**src/verilog/window_watchdog_pkg.sv**
```systemverilog
package window_watchdog_pkg;

	// Interval figures, all counted in oscillator cycles (one core_clk
	// cycle with clk_en high is one oscillator cycle).
	localparam int KICK_DEB_OSC        = 3;
	localparam int ROUSE_DEB_OSC       = 96;
	localparam int KICK_MAX_OSC        = 45;
	localparam int POWERUP_HOLD_OSC    = 201;
	localparam int SWITCHOVER_OSC      = 1112;
	localparam int SHORT_CLOSED_OSC    = 130;
	localparam int SHORT_OPEN_OSC      = 124;
	localparam int LONG_CLOSED_OSC     = 71970;
	localparam int LONG_OPEN_OSC       = 30002;
	localparam int RESET_PULSE_OSC     = 40;

	// Core clock cycles per oscillator cycle.
	localparam int CLK_PER_OSC         = 1;

	// Derived cycle counts.
	localparam int KICK_DEB_CYC        = KICK_DEB_OSC * CLK_PER_OSC;
	localparam int ROUSE_DEB_CYC       = ROUSE_DEB_OSC * CLK_PER_OSC;
	localparam int KICK_MAX_CYC        = KICK_MAX_OSC * CLK_PER_OSC;
	localparam int POWERUP_HOLD_CYC    = POWERUP_HOLD_OSC * CLK_PER_OSC;
	localparam int SWITCHOVER_CYC      = SWITCHOVER_OSC * CLK_PER_OSC;
	localparam int SHORT_CLOSED_CYC    = SHORT_CLOSED_OSC * CLK_PER_OSC;
	localparam int SHORT_OPEN_CYC      = SHORT_OPEN_OSC * CLK_PER_OSC;
	localparam int RESET_PULSE_CYC     = RESET_PULSE_OSC * CLK_PER_OSC;

	// Counter widths.
	localparam int TIMER_W             = 17;
	localparam int DEB_W               = 7;
	localparam int LOW_W               = 6;

	// Monitoring states, Gray coded along the usual path.
	typedef enum logic [2:0] {
		ST_POWERUP      = 3'h0,
		ST_SWITCHOVER   = 3'h1,
		ST_SHORT_CLOSED = 3'h3,
		ST_SHORT_OPEN   = 3'h2,
		ST_LONG_CLOSED  = 3'h6,
		ST_LONG_OPEN    = 3'h7,
		ST_RESET_PULSE  = 3'h5
	} mon_state_t;

	// One debounced input with its stability counter.
	typedef struct packed {
		logic             level;
		logic             prev;
		logic [DEB_W-1:0] cnt;
	} deb_t;

	// Whole state of the watchdog core.
	typedef struct packed {
		mon_state_t         state;
		logic [TIMER_W-1:0] timer;
		deb_t               kick;
		deb_t               mode;
		deb_t               rouse;
		logic [LOW_W-1:0]   low_cnt;
		logic               reset_drive_n;
		logic               reset_level;
		logic               kick_fault;
		logic               long_mode;
	} core_t;

	localparam logic [DEB_W-1:0]   DEB_ZERO   = 7'h00;
	localparam logic [TIMER_W-1:0] TIMER_ZERO = 17'h00000;
	localparam logic [LOW_W-1:0]   LOW_ZERO   = 6'h00;

endpackage

```
**src/verilog/window_watchdog_timing.sv**
```systemverilog
`timescale 1ns/1ps
`default_nettype none

module window_watchdog_timing #(
	parameter int LONG_CLOSED_CYCLES = window_watchdog_pkg::LONG_CLOSED_OSC,
	parameter int LONG_OPEN_CYCLES   = window_watchdog_pkg::LONG_OPEN_OSC
) (
	// Clock, reset and oscillator enable
	input  wire logic core_clk,
	input  wire logic resetn,
	input  wire logic clk_en,
	// Controller-side inputs
	input  wire logic kick_input,
	input  wire logic window_select,
	input  wire logic rouse_pin,
	// Open-drain reset pin and status
	output var  logic reset_pin_o,
	output var  logic reset_pin_oe_n,
	output var  logic kick_fault,
	output var  logic long_mode
);

	////////////////////////////////////////////////////////////////////////
	// Helpers.

	// True when the timer sits on the last cycle of an n-cycle interval.
	function automatic logic last_cycle(
		input logic [window_watchdog_pkg::TIMER_W-1:0] t,
		input int                                      n);
		last_cycle = (t == n[window_watchdog_pkg::TIMER_W-1:0] - 17'h00001);
	endfunction

	// Debounce step: a level differing from the held one for n cycles wins.
	function automatic window_watchdog_pkg::deb_t deb_step(
		input window_watchdog_pkg::deb_t d,
		input logic                      raw,
		input int                        n);
		deb_step = d;
		deb_step.prev = d.level;
		if (raw == d.level) begin
			deb_step.cnt = window_watchdog_pkg::DEB_ZERO;
		end else if (d.cnt == n[window_watchdog_pkg::DEB_W-1:0] - 7'h01) begin
			deb_step.level = raw;
			deb_step.cnt = window_watchdog_pkg::DEB_ZERO;
		end else begin
			deb_step.cnt = d.cnt + 7'h01;
		end
	endfunction

	////////////////////////////////////////////////////////////////////////
	// State and next state.

	window_watchdog_pkg::core_t core_reg;
	window_watchdog_pkg::core_t core_next;
	logic                       kick_ok;
	logic                       kick_err;
	logic                       rouse_edge;
	logic                       mode_long;

	// Event decode from the debounced levels held in the state.
	assign kick_ok    = core_reg.kick.level && !core_reg.kick.prev;
	assign rouse_edge = core_reg.rouse.level != core_reg.rouse.prev;
	assign mode_long  = core_reg.mode.level;
	assign kick_err   = !core_reg.kick.level &&
		(core_reg.low_cnt == window_watchdog_pkg::KICK_MAX_CYC[5:0]);

	// Next state; faults take priority over a window-select change so a
	// misbehaving controller cannot dodge a reset by toggling the select.
	always_comb begin
		core_next = core_reg;
		core_next.kick  = deb_step(core_reg.kick, kick_input,
			window_watchdog_pkg::KICK_DEB_CYC);
		core_next.mode  = deb_step(core_reg.mode, window_select,
			window_watchdog_pkg::KICK_DEB_CYC);
		core_next.rouse = deb_step(core_reg.rouse, rouse_pin,
			window_watchdog_pkg::ROUSE_DEB_CYC);
		// Low-time counter saturates one past the limit, so the error
		// fires once per overlong pulse; the controller must stay within it.
		if (core_reg.kick.level) begin
			core_next.low_cnt = window_watchdog_pkg::LOW_ZERO;
		end else if (core_reg.low_cnt !=
			window_watchdog_pkg::KICK_MAX_CYC[5:0] + 6'h01) begin
			core_next.low_cnt = core_reg.low_cnt + 6'h01;
		end
		core_next.timer = core_reg.timer + 17'h00001;
		case (core_reg.state)
			window_watchdog_pkg::ST_POWERUP: begin
				if (last_cycle(core_reg.timer,
					window_watchdog_pkg::POWERUP_HOLD_CYC)) begin
					core_next.state = window_watchdog_pkg::ST_SWITCHOVER;
				end
			end
			window_watchdog_pkg::ST_SWITCHOVER: begin
				if (last_cycle(core_reg.timer,
					window_watchdog_pkg::SWITCHOVER_CYC)) begin
					core_next.state = mode_long ?
						window_watchdog_pkg::ST_LONG_CLOSED :
						window_watchdog_pkg::ST_SHORT_CLOSED;
				end
			end
			window_watchdog_pkg::ST_SHORT_CLOSED: begin
				if (kick_ok || kick_err) begin
					core_next.state = window_watchdog_pkg::ST_RESET_PULSE;
				end else if (mode_long) begin
					core_next.state = window_watchdog_pkg::ST_SWITCHOVER;
				end else if (last_cycle(core_reg.timer,
					window_watchdog_pkg::SHORT_CLOSED_CYC)) begin
					core_next.state = window_watchdog_pkg::ST_SHORT_OPEN;
				end
			end
			window_watchdog_pkg::ST_SHORT_OPEN: begin
				if (kick_err) begin
					core_next.state = window_watchdog_pkg::ST_RESET_PULSE;
				end else if (kick_ok) begin
					core_next.state = window_watchdog_pkg::ST_SHORT_CLOSED;
				end else if (last_cycle(core_reg.timer,
					window_watchdog_pkg::SHORT_OPEN_CYC)) begin
					core_next.state = window_watchdog_pkg::ST_RESET_PULSE;
				end else if (mode_long) begin
					core_next.state = window_watchdog_pkg::ST_SWITCHOVER;
				end
			end
			window_watchdog_pkg::ST_LONG_CLOSED: begin
				if (rouse_edge || kick_ok || kick_err) begin
					core_next.state = window_watchdog_pkg::ST_RESET_PULSE;
				end else if (!mode_long) begin
					core_next.state = window_watchdog_pkg::ST_SWITCHOVER;
				end else if (last_cycle(core_reg.timer,
					LONG_CLOSED_CYCLES)) begin
					core_next.state = window_watchdog_pkg::ST_LONG_OPEN;
				end
			end
			window_watchdog_pkg::ST_LONG_OPEN: begin
				if (rouse_edge || kick_err) begin
					core_next.state = window_watchdog_pkg::ST_RESET_PULSE;
				end else if (kick_ok) begin
					core_next.state = window_watchdog_pkg::ST_LONG_CLOSED;
				end else if (last_cycle(core_reg.timer, LONG_OPEN_CYCLES)) begin
					core_next.state = window_watchdog_pkg::ST_RESET_PULSE;
				end else if (!mode_long) begin
					core_next.state = window_watchdog_pkg::ST_SWITCHOVER;
				end
			end
			window_watchdog_pkg::ST_RESET_PULSE: begin
				if (last_cycle(core_reg.timer,
					window_watchdog_pkg::RESET_PULSE_CYC)) begin
					core_next.state = window_watchdog_pkg::ST_SWITCHOVER;
				end
			end
			default: begin
				core_next.state = window_watchdog_pkg::ST_RESET_PULSE;
			end
		endcase
		// Any state change restarts the interval timer.
		if (core_next.state != core_reg.state) begin
			core_next.timer = window_watchdog_pkg::TIMER_ZERO;
		end
		// Pin pulled low in the hold and pulse states only.
		core_next.reset_drive_n =
			!(core_next.state == window_watchdog_pkg::ST_POWERUP ||
			core_next.state == window_watchdog_pkg::ST_RESET_PULSE);
		core_next.reset_level = 1'b0;
		core_next.kick_fault = kick_err ||
			(core_next.state == window_watchdog_pkg::ST_RESET_PULSE &&
			core_reg.state != window_watchdog_pkg::ST_RESET_PULSE &&
			!(rouse_edge && core_reg.long_mode));
		core_next.long_mode =
			core_next.state == window_watchdog_pkg::ST_LONG_CLOSED ||
			core_next.state == window_watchdog_pkg::ST_LONG_OPEN;
	end

	// State register; clk_en low freezes everything, which is how a
	// slower oscillator rate is modelled without a second clock domain.
	always_ff @(posedge core_clk or negedge resetn) begin
		if (!resetn) begin
			core_reg <= '{state: window_watchdog_pkg::ST_POWERUP,
				timer: window_watchdog_pkg::TIMER_ZERO,
				kick: '{1'b1, 1'b1, window_watchdog_pkg::DEB_ZERO},
				mode: '{1'b1, 1'b1, window_watchdog_pkg::DEB_ZERO},
				rouse: '{1'b0, 1'b0, window_watchdog_pkg::DEB_ZERO},
				low_cnt: window_watchdog_pkg::LOW_ZERO,
				reset_drive_n: 1'b0,
				reset_level: 1'b0,
				kick_fault: 1'b0,
				long_mode: 1'b0};
		end else if (clk_en) begin
			core_reg <= core_next;
		end
	end

	// Outputs straight from the state register.
	assign reset_pin_o    = core_reg.reset_level;
	assign reset_pin_oe_n = core_reg.reset_drive_n;
	assign kick_fault     = core_reg.kick_fault;
	assign long_mode      = core_reg.long_mode;
endmodule

`default_nettype wire

```
**config.mk**
```make
export PLATFORM = sky130hd
export DESIGN_NAME = window_watchdog_timing
export DESIGN_NICKNAME = d
export VERILOG_FILES = /design/src/verilog/window_watchdog_pkg.sv /design/src/verilog/window_watchdog_timing.sv
export SDC_FILE = /design/constraint.sdc
export NUM_CORES = 1
export LEC_CHECK = 0
export ABC_AREA = 1
export BUFFER_PORTS_ARGS = -buffer_cell sky130_fd_sc_hd__buf_2
export CAP_MARGIN = 10
export CORE_MARGIN = 8
export CORE_UTILIZATION = 62
export CTS_CLUSTER_SIZE = 28
export DETAILED_ROUTE_END_ITERATION = 8
export GPL_ROUTABILITY_DRIVEN = 0
export PLACE_DENSITY = 0.85
export SYNTH_ARGS = -nofsm -noshare
export SYNTH_HDL_FRONTEND = slang
export SYNTH_SLANG_ARGS = --single-unit
```
**constraint.sdc**
```tcl
create_clock -name core_clk -period 3.2 [get_ports core_clk]
set_clock_uncertainty 0.15 [all_clocks]
set_input_delay 0.16 -clock core_clk [delete_from_list [all_inputs] [get_ports core_clk]]
set_output_delay 0.16 -clock core_clk [all_outputs]
set_load 0.1 [all_outputs]
```
# Word level (Yosys, flattened, before mapping)

Cells that the tools add are included.

Register bits: 55
Output and inout bits: 4

Add/sub/neg operators: 5
Equal/unequal tests: 27
Mux-type cells: 28
Bitwise logic cells: 3
Reduce and logical (&&, ||, !) cells: 23

Operators by type and width:

| kind                                                                    | number |
|---|---|
| 3-bit two-way mux                                                       | 18 |
| 7-bit two-way mux                                                       | 6 |
| 17-bit by 8-bit equality test with 1-bit output, second input constant  | 2 |
| 7-bit by 1-bit adder with 7-bit output, second input constant           | 3 |
| 3-bit one-hot mux with 7 select lines                                   | 1 |
| 3-bit equality test, second input constant                              | 6 |
| 17-bit by 1-bit adder with 17-bit output, second input constant         | 1 |
| 17-bit by 11-bit equality test with 1-bit output, second input constant | 1 |
| 17-bit by 15-bit equality test with 1-bit output, second input constant | 1 |
| 17-bit equality test, second input constant                             | 1 |
| 17-bit by 6-bit equality test with 1-bit output, second input constant  | 1 |
| 17-bit by 7-bit equality test with 1-bit output, second input constant  | 1 |
| 17-bit two-way mux                                                      | 1 |
| 7-bit by 2-bit equality test with 1-bit output, second input constant   | 2 |
| 6-bit two-way mux                                                       | 2 |
| 3-bit AND reduction                                                     | 3 |
| 7-bit equality test, second input constant                              | 1 |
| 1-bit logical OR                                                        | 7 |
| 6-bit by 1-bit adder with 6-bit output, second input constant           | 1 |
| 3-bit by 2-bit equality test with 1-bit output, second input constant   | 2 |
| 6-bit equality test, second input constant                              | 1 |
| 3-bit logical NOT                                                       | 2 |
| 6-bit != test, second input constant                                    | 1 |
| 1-bit logical AND                                                       | 5 |
| other kinds (9)                                                         | 16 |

# Depth between registers and ports, before layout

Depth in word-level cells: 10
Gate-level depth with buffers: 18
Gate-level depth less buffers: 17

# Worst setup path before layout

OpenSTA, ideal clock, no wires.

Path kind: reg-to-reg
Start: reg core_reg[37] (netlist bit)
End: reg core_reg[53] (netlist bit)
Library setup time: 0.140 ns
Arrival time: 1.770 ns
Slack: 1.141 ns
Stages on the path, launching flop included: 13
Buffers on the path: 0
Period minus slack after synthesis: 2.059 ns
Path through: dfrtp_1 -> ha_1 -> nand3_1 -> nor2_2 -> nand2_1 -> nor2_2 -> inv_1 -> nor2_2 -> nand4_1 -> or2_1 -> nor2_1 -> xor2_1 -> a21oi_1

Longest elaborated chain between the ends: 7

Ends and longest elaborated chain:

| what                                                                           | line                          | RTL |
|---|---|---|
| start, declared                                                                | window_watchdog_timing.sv:53  | `window_watchdog_pkg::core_t core_reg;` |
| start signal, assigned                                                         | window_watchdog_timing.sv:176 | `core_reg <= '{state: window_watchdog_pkg::ST_POWERUP,` |
| start signal, assigned                                                         | window_watchdog_timing.sv:187 | `core_reg <= core_next;` |
| 17-bit by 15-bit equality test with 1-bit output, or another cell as far along | window_watchdog_timing.sv:30  | `last_cycle = (t == n[window_watchdog_pkg::TIMER_W-1:0] - 17'h00001);` |
| 3-bit two-way mux, on equally long branches (3 in a row)                       | -                             |  |
| 3-bit one-hot mux with 7 select lines                                          | window_watchdog_timing.sv:86  | `case (core_reg.state)` |
| 3-bit != test                                                                  | window_watchdog_timing.sv:155 | `if (core_next.state != core_reg.state) begin` |
| 17-bit two-way mux *                                                           | window_watchdog_timing.sv:155 |  |

Mark *: on every way between the ends. The rest lies on a longest branch, timed or not.
A chain may end at the register's enable or synchronous reset.

# Worst setup path in the final report

Start: reg core_reg[5] (netlist bit)
End: reg core_reg[37] (netlist bit)

Longest elaborated chain between the ends: 7

Ends and longest elaborated chain:

| what                                        | line                                                                                        | RTL |
|---|---|---|
| 6-bit equality test *                       | window_watchdog_timing.sv:65                                                                | `(core_reg.low_cnt == window_watchdog_pkg::KICK_MAX_CYC[5:0]);` |
| 1-bit logical AND *                         | window_watchdog_timing.sv:64                                                                | `assign kick_err = !core_reg.kick.level &&` |
| 1-bit logical OR, on equally long branches  | window_watchdog_timing.sv:134, window_watchdog_timing.sv:102, window_watchdog_timing.sv:124 |  |
| 3-bit two-way mux, on equally long branches | window_watchdog_timing.sv:134, window_watchdog_timing.sv:102, window_watchdog_timing.sv:124 |  |
| 3-bit one-hot mux with 7 select lines *     | window_watchdog_timing.sv:86                                                                |  |
| 3-bit != test *                             | window_watchdog_timing.sv:155                                                               |  |
| 17-bit two-way mux *                        | window_watchdog_timing.sv:155                                                               |  |

Marks and branches as above.

==> impl_metrics.csv <==
group,metric,value,unit
cells_and_area,largest_reg_flops,49,
setup_path,crit_top_cell,"nand2_2",
route,vias,3236,
setup_path,worstSetupEndpointType,"flop",
setup_path,max_stage_delay,0.44,ns
sta,setup_viol,0,
setup_path,worstPathArrival,2.45,ns
clock_tree,htree_levels,2,
sta,finalCriticalPeriod,2.37,ns
status,status,"completed",
floorplanning,core_area,5570,um^2
sta,setup_slack,0.828,ns
clock_tree,ctsLongestPathBuffers,2,
setup_path,crit_family,"simple AND/OR/NAND/NOR gates",
synth,synthFlopType,"dfrtp_1",
synth,synth_top_family_by_area,"simple AND/OR/NAND/NOR gates",
synth,yosysTopAreaCellShare,0.361,
global_route,grt_first_pass_wirelength,13900,um
placement,dp_hpwl,5770,um
synth,synth_area,3600,um^2
sta,drv_slew,0,
sta,slew_headroom,0.613,
run,drv_cap,0,
setup_path,path_max_fanout,17,
global_route,grt.total_usage,0.196,
placement,port_buffers,8,
cells_and_area,area_growth,7.09,%
route,antenna_left,0,
synth,async_reset_ff_frac,1.00,
clock_tree,cts_setup_buffers,0,
synth,synth_mux_area_frac,0,
route,drc,0,
floorplanning,rows,27,
synth,seq_area_frac_synth,0.383,
worst_hold_path,worstHoldPathType,"in2reg",
global_route,antenna_found_initial,0,
clock_tree,post_cts_resize_count,0,
cells_and_area,diodes,0,
setup_path,worst-setup-path-type,"reg2reg",
floorplanning,io_pins,10,
placement,pre_cts_slack,0.830,ns
global_route,grt_overflow,0,
synth,synth-xor-area-share,0.0511,
synth,avgSynthCellArea,7.21,um^2
setup_path,path_buf_inv,2,
synth,synthTopCellsByArea,"dfrtp_1, nand2_1, nor2_1",
sta,tns,0,ns
synth,ys_ff_latch,55,
power_and_ir_drop,p_leak,0.00183,uW
cells_and_area,nets,528,
synth,synth_simple_gate_area_share,0.335,
clock_tree,path_clk_slew,0.10,ns
setup_path,worstPathCellList,"inv_1 > ha_1 > inv_1 > nor2_1 > nand2_2 > nand2_2 > nor2_1 > nand2_1 > nand2_1 > nand3_1 > nor2_2 > nand3_1 > nand2_2 > nand3_4 > o21ai_0",
route,drt-pass1-iter-count,5,
setup_path,cp.required,3.28,ns
clock_tree,cts.sinks,55,
global_route,grt_pass1_vias,3258,
synth,synth_edf_count,0,
setup_path,regToRegSetupSlack,0.83,ns
synth,syn_inst,499,
clock_tree,root_buffer,"clkbuf_8",
cells_and_area,regArea,1380,um^2
sta,worst_pin_slew,0.581,ns
route,drt_iter0_drc,218,
power_and_ir_drop,ir_worst_vdd,0.368,mV
clock_tree,numCtsBuffers,5,
cells_and_area,fillerInstances,468,
floorplanning,dieArea,8500,um^2
clock_tree,cts_tree,"done",
sta,fmax,422,MHz
floorplanning,start_util,0.646,
synth,yosysTopAreaCell,"dfrtp_1",
cells_and_area,drive_gt1_frac,0.131,
setup_path,start_kind,"flop",
synth,synth_compound_area_frac,0.108,
synth,synthTopCellsByCount,"nand2_1, nor2_1, inv_1",
route,via_per_inst,5.54,
synth,yosysWarnings,0,
sta,min_period_over_period,0.741,
power_and_ir_drop,power-per-cell-area,543,nW/um^2
synth,synth_adder_area_share,0.0382,
route,routed_wl,7670,um
cells_and_area,multi_input_comb_area,1920,um^2
floorplanning,die_h,92.2,um
sta,rsz0062_at_grt,"false",
global_route,grt_max_degree,28,
sta,hold_viol,0,
floorplanning,die_x,92.2,um
power_and_ir_drop,power,2090,uW
synth,synth_fp_nets,516,
synth,yosys.cell_count.top_type,"nand2_1",
clock_tree,cts_hold_buffers,4,
synth,synth_cell_types,38,
setup_path,cp_slowest_cell,"dfrtp_1",
route,wl_per_cell,13.1,um
clock_tree,insertion_delay,0.32,ns
[kinds of logic (layout without fill, tap and decap cells)]
kind of cell    count (synthesis)  in the layout
flops                          55             55
xor+xnor                       21             21
other cells                     1              1
fa+ha+maj                      11             11
simple gates                  272            272
compound gates                 65             65
buf+inv                        74             87
[cell type report]
type | count | share of cell area
Sequential cell | 55 | 0.358
Clock inverter | 3 | 0.0123
Timing Repair Buffer | 16 | 0.0286
Multi-Input combinational cell | 370 | 0.498
Clock buffer | 5 | 0.0179
Tap cell | 72 | 0.0234
Inverter | 63 | 0.0617
[worst register-to-register path: cells and delay by family, from the launching register on]
kind | cells | cell delay, ns
and+or+nand+nor | 11 | 1.12
adders and majority gates | 1 | 0.18
AOI/OAI and AO/OA | 1 | 0.25
buffers and inverters | 2 | 0.13
DFF | 1 | 0.44
[power breakdown]
part | switching, uW | internal (uW) | total, uW
Sequential | 125 | 807 | 932
Combinational | 470 | 216 | 687
Clock | 239 | 237 | 476
[cells in the final DEF (no fill, tap or decap), types with 11 or more instances in the layout]
cell type,n
nand2_1,117
nor2_1,74
inv_1,55
dfrtp_1,52
nand3_1,35
o21ai_0,20
a21oi_1,20
xor2_1,19
nor2_2,16
ha_1,11
[metal layers]
metal	track usage	wire, um	vias to the layer above
li1	-	-	1607
met1	0.231	3300	1525
met2	0.334	3820	88
met3	0.0407	397	16
met4	0.0859	150	0
met5	0	0	-
[final timing paths]
kind | to | startpoint | cells after the start
worst max-delay path | core_reg[37] | core_reg[5] | 15
worst max register to register | core_reg[37] | core_reg[5] | 15
worst min register to register | core_reg[35] | core_reg[35] | 2
worst min-delay path | core_reg[48] | clk_en | 2
min in group asynchronous | core_reg[29] | resetn | 2
max in group asynchronous | core_reg[35] | resetn | 3
[per-stage QoR]
step	area [um^2]	utilization	hold WS (ns)	std cells
final	3850	0.692	0.197	584
after global routing	3850	0.692	0.213	584
after CTS	3850	0.692	0.187	584
after detailed placement	3700	0.664	0.0467	572
after global placement	3700	0.664	0.0452	572
after floorplan	3600	-	-0.286	499
No activity file was read; power rests on OpenSTA's default activity.
